`config.mk`:
```
export PLATFORM = sky130hd
export DESIGN_NAME = rtdp_core
export DESIGN_NICKNAME = d
export VERILOG_FILES = /design/src/hw/rtdp_pkg.sv /design/src/hw/rtdp_clk_if.sv /design/src/hw/rtdp_clkgen.sv /design/src/hw/rtdp_core.sv
export SDC_FILE = /design/constraint.sdc
export NUM_CORES = 1
export LEC_CHECK = 0
export BUFFER_PORTS_ARGS = -buffer_cell sky130_fd_sc_hd__buf_2
export CAP_MARGIN = 20
export CORE_MARGIN = 5
export CORE_UTILIZATION = 45
export DETAILED_ROUTE_END_ITERATION = 6
export GPL_ROUTABILITY_DRIVEN = 0
export PLACE_DENSITY = 0.68
export REMOVE_ABC_BUFFERS = 1
export SLEW_MARGIN = 20
export SYNTH_ARGS = -nofsm -noshare
export SYNTH_HDL_FRONTEND = slang
export SYNTH_HIERARCHICAL = 1
export SYNTH_SLANG_ARGS = --single-unit
```
`constraint.sdc`:
```
create_clock -name mclk -period 7.2 [get_ports mclk]
set_clock_uncertainty 0.05 [all_clocks]
set_input_delay 0.36 -clock mclk [delete_from_list [all_inputs] [get_ports mclk]]
set_output_delay 0.36 -clock mclk [all_outputs]
set_load 0.01 [all_outputs]
```
`src/hw/rtdp_pkg.sv`:
```
// Shared constants, types and exponent helper for the rx/tx port timing block
package rtdp_pkg;

    // Data widths of the converter ports, then register bus address and data widths
    localparam int RX_W = 12;
    localparam int TX_W = 14;
    localparam int AW   = 8;
    localparam int DW   = 32;

    // Register byte addresses
    localparam logic [7:0] ADDR_CTRL = 8'h00;
    localparam logic [7:0] ADDR_CLK  = 8'h04;
    localparam logic [7:0] ADDR_STAT = 8'h08;

    // Control register field positions
    localparam int CB_ADC_HALF  = 0;
    localparam int CB_RX_INV    = 1;
    localparam int CB_RX_RETIME = 2;
    localparam int CB_DECIM     = 3;
    localparam int CB_MUX       = 4;
    localparam int CB_RXM_INV   = 5;
    localparam int CB_TX_RETIME = 6;
    localparam int CB_TX_FALL   = 7;
    localparam int CB_TX_DUAL_E = 8;
    localparam int CB_IQ_ORDER  = 9;
    localparam int CB_TXM_INV   = 10;
    localparam int CB_TX_2CH    = 11;
    localparam int CTRL_W       = 12;

    // Clock register fields: multiplier and divider codes are log2 values
    localparam int CK_MULT_LSB = 0;
    localparam int CK_DIV_LSB  = 2;
    localparam int CK_W        = 4;

    // Status register field positions
    localparam int SB_ALT_MODE = 0;
    localparam int SB_CAPTURED = 1;
    localparam int SB_RX_SEL   = 2;

    // Reset values and the alternative-mode multiplier default
    localparam logic [CTRL_W-1:0] CTRL_RST = 12'h000;
    localparam logic [1:0]        MULT_1X  = 2'h0;
    localparam logic [1:0]        MULT_4X  = 2'h2;
    localparam logic [1:0]        DIV_RST  = 2'h0;
    localparam logic [DW-1:0]     RD_ZERO  = 32'h0000_0000;

    // Reference clock half period is 2**REF_HALF_EXP mclk cycles
    localparam logic [2:0] REF_HALF_EXP = 3'h2;
    localparam logic [2:0] EXP_ZERO     = 3'h0;
    localparam logic [2:0] EXP_ONE      = 3'h1;

    // Synchroniser depth for pin inputs
    localparam logic [1:0] SYNC_STAGES = 2'h2;

    // Clock generator slots
    localparam int N_CLK  = 3;
    localparam int CK_RX  = 0;
    localparam int CK_TX  = 1;
    localparam int CK_ADC = 2;

    // Rx output sequencer states
    typedef enum logic [1:0]
    {
        RTDP_OUT_A = 2'b01,
        RTDP_OUT_B = 2'b10
    } rtdp_seq_e;

    // Half-period exponent: base plus up minus down, floored at zero
    function automatic logic [2:0] rtdp_exp
    (
        input logic [2:0] base,
        input logic [2:0] up,
        input logic [1:0] down
    );
        logic [3:0] sum;
        sum = {1'b0, base} + {1'b0, up};
        if (sum > {2'b00, down})
            rtdp_exp = 3'(sum - {2'b00, down});
        else
            rtdp_exp = EXP_ZERO;
    endfunction

endpackage

```
`src/hw/rtdp_clk_if.sv`:
```
// Carrier between the timing core and one clock generator
`timescale 1ns/1ns
interface rtdp_clk_if;
    logic [2:0] half_exp;  // Half period is 2**half_exp cycles
    logic       clk_lvl;   // Generated clock level
    logic       rise;      // Pulse as the level goes high
    logic       fall;      // Pulse as the level goes low

    modport gen  (input half_exp, output clk_lvl, rise, fall);
    modport user (output half_exp, input clk_lvl, rise, fall);
endinterface

```
`src/hw/rtdp_clkgen.sv`:
```
// Programmable divider giving a clock level and edge pulses
`timescale 1ns/1ns
module rtdp_clkgen
(
    input wire logic   mclk,
    input wire logic   rstn,
    rtdp_clk_if.gen    cif
);
    import rtdp_pkg::*;

    logic [5:0] cnt_ff;   // Cycles spent in current half period
    logic       lvl_ff;   // Clock level
    logic       rise_ff;  // Rising edge pulse
    logic       fall_ff;  // Falling edge pulse
    logic [5:0] limit;    // Last count of a half period

    // Compare with >= so a shrinking period never stalls the counter
    assign limit = 6'((32'h0000_0001 << cif.half_exp) - 32'h0000_0001);

    // Divider counter and edge pulses
    always_ff @(posedge mclk or negedge rstn)
    begin
        if (!rstn)
        begin
            cnt_ff  <= 6'h00;
            lvl_ff  <= 1'b0;
            rise_ff <= 1'b0;
            fall_ff <= 1'b0;
        end
        else if (cnt_ff >= limit)
        begin
            cnt_ff  <= 6'h00;
            lvl_ff  <= ~lvl_ff;
            rise_ff <= ~lvl_ff;
            fall_ff <= lvl_ff;
        end
        else
        begin
            cnt_ff  <= 6'(cnt_ff + 6'h01);
            rise_ff <= 1'b0;
            fall_ff <= 1'b0;
        end
    end

    assign cif.clk_lvl = lvl_ff;
    assign cif.rise    = rise_ff;
    assign cif.fall    = fall_ff;

endmodule

```
`src/hw/rtdp_core.sv`:
```
// Rx/tx data port timing: mode strap, clock derivation, rx mux, tx demux
//
// Chosen here: the placing of the registers and the strobed register port.
`timescale 1ns/1ns
// How it works
// Strap low gives normal, else alternative mode
// Alternative mode defaults loop multiplier to four
// Normal: tx from loop, rx ignores multiplier
// Alternative: rx and tx clocks from loop
// Normal: sample rate reference or half
// Rx clock half reference when select low
// Rx clock invert swaps latching edges
// Rx data timed to rx clock unless retimed
// Decimation halves rate; mux interleaves onto A
// Mux marker high for A, invert swaps
// Tx data on tx clock unless retimed
// Tx latch on rising, falling or both
// Two-channel tx multiplexed on bus, demultiplexed here
// Normal tx clock: ref*mult/div, halved on half-rate
// Tx pair routed I-Q or Q-I order
// Tx marker low for A, invert reverses
// System should prefer normal mode for jitter
// Alternative: sample rate loop clock or half
// Alternative: tx clock ignores half-rate select
// Captured mode held until next reset
module rtdp_core
(
    input  wire logic                    mclk,
    input  wire logic                    rstn,
    input  wire logic [rtdp_pkg::AW-1:0] addr,
    input  wire logic [rtdp_pkg::DW-1:0] wdata,
    input  wire logic                    wr_stb,
    input  wire logic                    rd_stb,
    output logic      [rtdp_pkg::DW-1:0] rdata,
    input  wire logic                    timing_mode_strap,
    input  wire logic                    rx_clock_rate_select,
    input  wire logic [rtdp_pkg::RX_W-1:0] adc_a,
    input  wire logic [rtdp_pkg::RX_W-1:0] adc_b,
    output logic                         adc_sample,
    output logic                         rx_output_clock,
    output logic      [rtdp_pkg::RX_W-1:0] rx_data_a,
    output logic      [rtdp_pkg::RX_W-1:0] rx_data_b,
    output logic                         rx_channel_marker,
    output logic                         tx_input_clock,
    input  wire logic [rtdp_pkg::TX_W-1:0] tx_data,
    input  wire logic                    tx_channel_marker,
    output logic      [rtdp_pkg::TX_W-1:0] tx_i,
    output logic      [rtdp_pkg::TX_W-1:0] tx_q,
    output logic                         tx_valid
);
    import rtdp_pkg::*;

    // Software registers
    logic [CTRL_W-1:0] ctrl_ff;      // Mode and option bits
    logic [1:0]        mult_ff;      // Loop multiplier, log2
    logic [1:0]        div_ff;       // Tx clock divider, log2
    logic [DW-1:0]     rdata_ff;     // Read data, one cycle late

    // Pin synchronisers
    logic              strap_s1_ff;
    logic              strap_s2_ff;
    logic              sel_s1_ff;
    logic              sel_s2_ff;
    logic              txm_s1_ff;
    logic              txm_s2_ff;
    logic [TX_W-1:0]   txd_s1_ff;
    logic [TX_W-1:0]   txd_s2_ff;

    // Mode capture
    logic [1:0]        sync_cnt_ff;  // Cycles since reset release
    logic              captured_ff;  // Strap has been taken
    logic              alt_mode_ff;  // Alternative timing mode

    // Clock generators
    rtdp_clk_if        cif [N_CLK] ();
    logic              rx_clk_ff;    // Rx output clock pin
    logic              tx_clk_ff;    // Tx input clock pin
    logic              adc_smp_ff;   // Converter sample strobe

    // Rx path
    logic              decim_ph_ff;  // Decimation phase
    logic [RX_W-1:0]   hold_a_ff;    // Latest accepted A sample
    logic [RX_W-1:0]   hold_b_ff;    // Latest accepted B sample
    rtdp_seq_e         seq_ff;       // Mux output slot
    logic [RX_W-1:0]   rxd_a_ff;
    logic [RX_W-1:0]   rxd_b_ff;
    logic              rxm_ff;
    logic              rx_upd;       // Rx output update event
    logic              smp_take;     // Sample kept after decimation

    // Tx path
    logic [1:0]        lat_dly_ff;   // Latch pulse aligned to sync delay
    logic              lat_now;      // Latch event on source clock
    logic              chan_b;       // Bus word belongs to channel B
    logic [TX_W-1:0]   tx_hold_ff;   // Channel A word awaiting its pair
    logic [TX_W-1:0]   tx_i_ff;
    logic [TX_W-1:0]   tx_q_ff;
    logic              tx_vld_ff;

    // Clock generator instances
    genvar gi;
    generate
        for (gi = 0; gi < N_CLK; gi++)
        begin : g_clk
            rtdp_clkgen u_gen
            (
                .mclk (mclk),
                .rstn (rstn),
                .cif  (cif[gi].gen)
            );
        end
    endgenerate

    // Rx clock: reference or half, loop only in alternative mode
    assign cif[CK_RX].half_exp = rtdp_exp(REF_HALF_EXP,
        sel_s2_ff ? EXP_ZERO : EXP_ONE,
        alt_mode_ff ? mult_ff : MULT_1X);

    // Tx clock: ref*mult/div, half-rate only in normal mode
    assign cif[CK_TX].half_exp = rtdp_exp(REF_HALF_EXP,
        3'({1'b0, div_ff} + {2'b00, ctrl_ff[CB_ADC_HALF]
            & ~alt_mode_ff}),
        mult_ff);

    // Converter sample clock: reference or loop, optionally halved
    assign cif[CK_ADC].half_exp = rtdp_exp(REF_HALF_EXP,
        {2'b00, ctrl_ff[CB_ADC_HALF]},
        alt_mode_ff ? mult_ff : MULT_1X);

    // Pin synchronisers, first stage read only by second
    always_ff @(posedge mclk or negedge rstn)
    begin
        if (!rstn)
        begin
            strap_s1_ff <= 1'b0;
            strap_s2_ff <= 1'b0;
            sel_s1_ff   <= 1'b0;
            sel_s2_ff   <= 1'b0;
            txm_s1_ff   <= 1'b0;
            txm_s2_ff   <= 1'b0;
            txd_s1_ff   <= '0;
            txd_s2_ff   <= '0;
        end
        else
        begin
            strap_s1_ff <= timing_mode_strap;
            strap_s2_ff <= strap_s1_ff;
            sel_s1_ff   <= rx_clock_rate_select;
            sel_s2_ff   <= sel_s1_ff;
            txm_s1_ff   <= tx_channel_marker;
            txm_s2_ff   <= txm_s1_ff;
            txd_s1_ff   <= tx_data;
            txd_s2_ff   <= txd_s1_ff;
        end
    end

    // Strap capture once the synchroniser holds a real pin value
    always_ff @(posedge mclk or negedge rstn)
    begin
        if (!rstn)
        begin
            sync_cnt_ff <= 2'h0;
            captured_ff <= 1'b0;
            alt_mode_ff <= 1'b0;
        end
        else if (!captured_ff)
        begin
            if (sync_cnt_ff == SYNC_STAGES)
            begin
                captured_ff <= 1'b1;
                alt_mode_ff <= strap_s2_ff;
            end
            else
                sync_cnt_ff <= 2'(sync_cnt_ff + 2'h1);
        end
        // Mode frozen after capture until reset                  R20
    end

    // Control register
    always_ff @(posedge mclk or negedge rstn)
    begin
        if (!rstn)
            ctrl_ff <= CTRL_RST;
        else if (wr_stb && addr == ADDR_CTRL)
            ctrl_ff <= wdata[CTRL_W-1:0];
    end

    // Clock register; mode capture loads the multiplier default
    always_ff @(posedge mclk or negedge rstn)
    begin
        if (!rstn)
        begin
            mult_ff <= MULT_1X;
            div_ff  <= DIV_RST;
        end
        else if (!captured_ff && sync_cnt_ff == SYNC_STAGES)
            mult_ff <= strap_s2_ff ? MULT_4X : MULT_1X;
        else if (wr_stb && addr == ADDR_CLK)
        begin
            // Code 3 is not a valid multiplier; keep four
            mult_ff <= (wdata[CK_MULT_LSB+1:CK_MULT_LSB] > MULT_4X)
                       ? MULT_4X : wdata[CK_MULT_LSB+1:CK_MULT_LSB];
            div_ff  <= (wdata[CK_DIV_LSB+1:CK_DIV_LSB] > MULT_4X)
                       ? MULT_4X : wdata[CK_DIV_LSB+1:CK_DIV_LSB];
        end
    end

    // Read port: data only in the cycle after the strobe
    always_ff @(posedge mclk or negedge rstn)
    begin
        if (!rstn)
            rdata_ff <= RD_ZERO;
        else if (rd_stb)
        begin
            case (addr)
                ADDR_CTRL: rdata_ff <= DW'(ctrl_ff);
                ADDR_CLK:  rdata_ff <= DW'({div_ff, mult_ff});
                ADDR_STAT: rdata_ff <= DW'({sel_s2_ff, captured_ff,
                                            alt_mode_ff});
                default:   rdata_ff <= RD_ZERO;
            endcase
        end
        else
            rdata_ff <= RD_ZERO;
    end

    // Output clock pins and sample strobe
    always_ff @(posedge mclk or negedge rstn)
    begin
        if (!rstn)
        begin
            rx_clk_ff  <= 1'b0;
            tx_clk_ff  <= 1'b0;
            adc_smp_ff <= 1'b0;
        end
        else
        begin
            rx_clk_ff  <= cif[CK_RX].clk_lvl
                          ^ ctrl_ff[CB_RX_INV];
            tx_clk_ff  <= cif[CK_TX].clk_lvl;
            adc_smp_ff <= cif[CK_ADC].rise;
        end
    end

    // Rx update edge: away from latching edge, or on tx clock if retimed
    assign rx_upd = ctrl_ff[CB_RX_RETIME] ? cif[CK_TX].fall
                  : (ctrl_ff[CB_RX_INV] ? cif[CK_RX].rise
                                        : cif[CK_RX].fall);
    assign smp_take = cif[CK_ADC].rise
                      && (!ctrl_ff[CB_DECIM] || !decim_ph_ff);

    // Sample capture with optional decimation
    always_ff @(posedge mclk or negedge rstn)
    begin
        if (!rstn)
        begin
            decim_ph_ff <= 1'b0;
            hold_a_ff   <= '0;
            hold_b_ff   <= '0;
        end
        else
        begin
            if (cif[CK_ADC].rise)
                decim_ph_ff <= ~decim_ph_ff & ctrl_ff[CB_DECIM];
            if (smp_take)
            begin
                hold_a_ff <= adc_a;
                hold_b_ff <= adc_b;
            end
        end
    end

    // Rx output buses, mux sequencer and channel marker
    always_ff @(posedge mclk or negedge rstn)
    begin
        if (!rstn)
        begin
            seq_ff   <= RTDP_OUT_A;
            rxd_a_ff <= '0;
            rxd_b_ff <= '0;
            rxm_ff   <= 1'b0;
        end
        else if (rx_upd)
        begin
            if (ctrl_ff[CB_MUX])
            begin
                case (seq_ff)
                    RTDP_OUT_A:
                    begin
                        rxd_a_ff <= hold_a_ff;
                        rxm_ff   <= ~ctrl_ff[CB_RXM_INV];
                        seq_ff   <= RTDP_OUT_B;
                    end
                    RTDP_OUT_B:
                    begin
                        rxd_a_ff <= hold_b_ff;
                        rxm_ff   <= ctrl_ff[CB_RXM_INV];
                        seq_ff   <= RTDP_OUT_A;
                    end
                    default:
                        seq_ff   <= RTDP_OUT_A;
                endcase
            end
            else
            begin
                rxd_a_ff <= hold_a_ff;
                rxd_b_ff <= hold_b_ff;
                rxm_ff   <= 1'b0;
                seq_ff   <= RTDP_OUT_A;
            end
        end
    end

    // Tx latch event on the chosen source clock and edges
    always_comb
    begin
        logic src_r;
        logic src_f;
        src_r = ctrl_ff[CB_TX_RETIME] ? cif[CK_RX].rise
                                      : cif[CK_TX].rise;
        src_f = ctrl_ff[CB_TX_RETIME] ? cif[CK_RX].fall
                                      : cif[CK_TX].fall;
        if (ctrl_ff[CB_TX_DUAL_E])
            lat_now = src_r | src_f;
        else if (ctrl_ff[CB_TX_FALL])
            lat_now = src_f;
        else
            lat_now = src_r;
    end

    // Marker polarity: low means channel A unless inverted
    assign chan_b = txm_s2_ff ^ ctrl_ff[CB_TXM_INV];

    // Delay latch event to meet data through its synchroniser
    always_ff @(posedge mclk or negedge rstn)
    begin
        if (!rstn)
            lat_dly_ff <= 2'b00;
        else
            lat_dly_ff <= {lat_dly_ff[0], lat_now};
    end

    // Tx demultiplexer and I/Q routing
    always_ff @(posedge mclk or negedge rstn)
    begin
        if (!rstn)
        begin
            tx_hold_ff <= '0;
            tx_i_ff    <= '0;
            tx_q_ff    <= '0;
            tx_vld_ff  <= 1'b0;
        end
        else if (lat_dly_ff[1])
        begin
            if (!ctrl_ff[CB_TX_2CH])
            begin
                tx_i_ff   <= txd_s2_ff;
                tx_vld_ff <= 1'b1;
            end
            else if (!chan_b)
            begin
                tx_hold_ff <= txd_s2_ff;
                tx_vld_ff  <= 1'b0;
            end
            else if (ctrl_ff[CB_IQ_ORDER])
            begin
                tx_i_ff   <= txd_s2_ff;
                tx_q_ff   <= tx_hold_ff;
                tx_vld_ff <= 1'b1;
            end
            else
            begin
                tx_i_ff   <= tx_hold_ff;
                tx_q_ff   <= txd_s2_ff;
                tx_vld_ff <= 1'b1;
            end
        end
        else
            tx_vld_ff <= 1'b0;
    end

    // Ports straight from flip-flops
    assign rdata             = rdata_ff;
    assign adc_sample        = adc_smp_ff;
    assign rx_output_clock   = rx_clk_ff;
    assign rx_data_a         = rxd_a_ff;
    assign rx_data_b         = rxd_b_ff;
    assign rx_channel_marker = rxm_ff;
    assign tx_input_clock    = tx_clk_ff;
    assign tx_i              = tx_i_ff;
    assign tx_q              = tx_q_ff;
    assign tx_valid          = tx_vld_ff;
endmodule

```
==> key figures <==
Place
  – Worst slack at placement: 3.82 ns
  – IO buf count: 133
  – Dpl hpwl: 10.9 mm
  – Post-placement cell area: 9090 um2

Clocking
  – Clock slew at reported path FFs: 0.07 ns
  – Clock latency on the worst-skew pair: 0.42 ns
  – CTS sink cnt: 192
  – H-tree levels: 4
  – Post-cts gate resize count: 0
  – TritonCTS Buffers: 17
  – Postcts setup bufs: 0
  – CTS tree: done
  – CTS root buf: clkbuf_16
  – Max Buffers Root-to-Sink: 2

Worst setup path
  – Crit path capture type: register
  – Critical path type: register to register
  – Critical path arrival: 3.59 ns
  – Top cell by count, worst path: ha_1
  – Critical Path RT: 7.44 ns
  – R2R cell count: 14
  – CP startpoint kind: register
  – CP max FO: 9
  – CP peak stage delay: 0.42 ns
  – Critical-path cell list: nor2_1 -> ha_1 -> inv_1 -> ha_1 -> inv_1 -> fa_1 -> nand2_1 -> a21boi_0 -> or3_1 -> ha_1 -> nand2b_1 -> a21oi_2 -> o221ai_4 -> xor2_1
  – Slowest CP cell: fa_1

Timing
  – Final worst setup slack: 3.85 ns
  – Final Slew Violations: 0
  – Setup violations, final: 0
  – Slew headroom: 0.331
  – Slew at the pin closest to its max-slew limit: 1.00 ns
  – Tcrit/Tclk final: 0.465
  – Unrepaired setup endpoints after global routing: false
  – FMAX: 0.299 GHz
  – Final hold slack: -0.000271 ns
  – Crit path time final: 3.35 ns
  – Final setup TNS: 0 ns
  – Hold Vio Cnt, Final: 1

Logic synthesis
  – Syn Inst Count: 653
  – Mean Syn Cell Area: 12.7 um2
  – Yosys warnings: 6
  – Cell area after synthesis: 8270 um2

Routing
  – First drt pass iteration count: 4
  – Drt drc: 0
  – Drt via density: 4.83
  – DR vias: 5110
  – Final ANT Viol Nets: 0
  – WL final: 15.8 mm
  – Routed WL per cell: 14.9 um
  – DR iter-0 viols: 213

Cells and area
  – Most frequent cells in the layout: 191 x dfrtp_1, 132 x buf_2, 65 x mux2_2
  – Area growth syn-to-layout: 19.1%
  – FILL cells: 1543
  – Design Area, Final: 9850 um2
  – Fraction of layout cells with a size suffix above 1: 0.314
  – Diodes inserted: 0
  – Commonest non-fill, non-tap cell in the layout: dfrtp_1
  – Layout Nets: 931

Power
  – Overall power: 0.00345 W
  – Worst IR drop on VDD: 217 uV
  – Pleak: 4.93 nW
  – Pwr/cell area: 351 nW/um2

Global route
  – Largest net degree at the start of global routing: 114
  – Remaining Overflow, GRT: 0
  – Total GRT Usage: 0.154
  – Vias in the first global route: 5239
  – First-pass GRT wire length: 26.5 mm
  – Antenna violations before repair: 0

Die
  – IO Count: 174
  – Row cnt: 49
  – Initial core utilization: 0.459
  – Die width: 146 um
  – Die ar.: 21200 um2
  – Die height: 146 um
  – Core region area: 18000 um2

Flow run
  – Max-cap violation count: 0

Status
  – Status: finished with violations
  – Failing checks: hold timing

Hold path
  – Hold Path Class: primary input to async pin
-- worst paths after layout --
kind | from | endpoint | slack, ns
hold reg to reg | txd_s1_ff[13]$_DFF_PN0_ | txd_s2_ff[13]$_DFF_PN0_ | 0.30
setup / recovery | alt_mode_ff$_DFFE_PN0P_ | g_clk[1].u_gen/cif.clk_lvl$_DFFE_PN0P_ | 3.85
setup reg to reg | alt_mode_ff$_DFFE_PN0P_ | g_clk[1].u_gen/cif.clk_lvl$_DFFE_PN0P_ | 3.85
max in group asynchronous | rstn | hold_a_ff[8]$_DFFE_PN0P_ | 5.88
min in group mclk | tx_data[4] | txd_s1_ff[4]$_DFF_PN0_ | 0.04
hold / removal | rstn | tx_q[10]$_DFFE_PN0P_ | -0.0003
-- layer usage --
layer  up-vias  track usage  routed length [um]
li1       2501            -                   -
met1      2488        0.202                7330
met2       110        0.253                7610
met3        11       0.0448                 696
met4         0       0.0378                 152
met5         -            0                   0
-- through the flow --
step	instances	utilization
floorplan	643	-
global placement	1008	0.505
detailed placement	1008	0.505
CTS	1056	0.545
global route	1057	0.547
finish	1057	0.547
-- critical path, delay by kind of cell (launching register included) --
family                   cells  cell delay, ns
buffers and inverters        2            0.10
flip-flops                   1            0.41
AND/OR/NAND/NOR              4            0.80
adder cells (fa/ha/maj)      4            1.11
AO/OA/AOI/OAI                3            0.55
XOR/XNOR                     1            0.19
-- state kept, by name, indices dropped and copies added (netlist names), 14 cells and up --
name                count
g_clk.u_gen/cnt_ff     18
txd_s2_ff              14
tx_i                   14
tx_q                   14
tx_hold_ff             14
txd_s1_ff              14
-- final cells by class --
cell class,instances,area (um2),area share
clock buffer,20,447,0.0453
timing repair buffer,153,872,0.0885
clock inverter,12,126,0.0128
inverter,23,86.3,0.00876
tap,229,287,0.0291
multi-input combinational,428,3230,0.328
sequential,192,4810,0.488
-- timing repair --
action	CTS	global route
endpoints found under the hold margin	16	0
hold buffers	16	0
endpoints found under the setup margin	0	0
-- report_power, final --
group          total [W]  switching [W]  internal [W]
Sequential       0.00159       0.000203       0.00139
Clock           0.000914       0.000418      0.000496
Combinational   0.000946       0.000484      0.000463
Total            0.00345        0.00111       0.00235
Note: power is estimated with default switching activity, not from simulation.
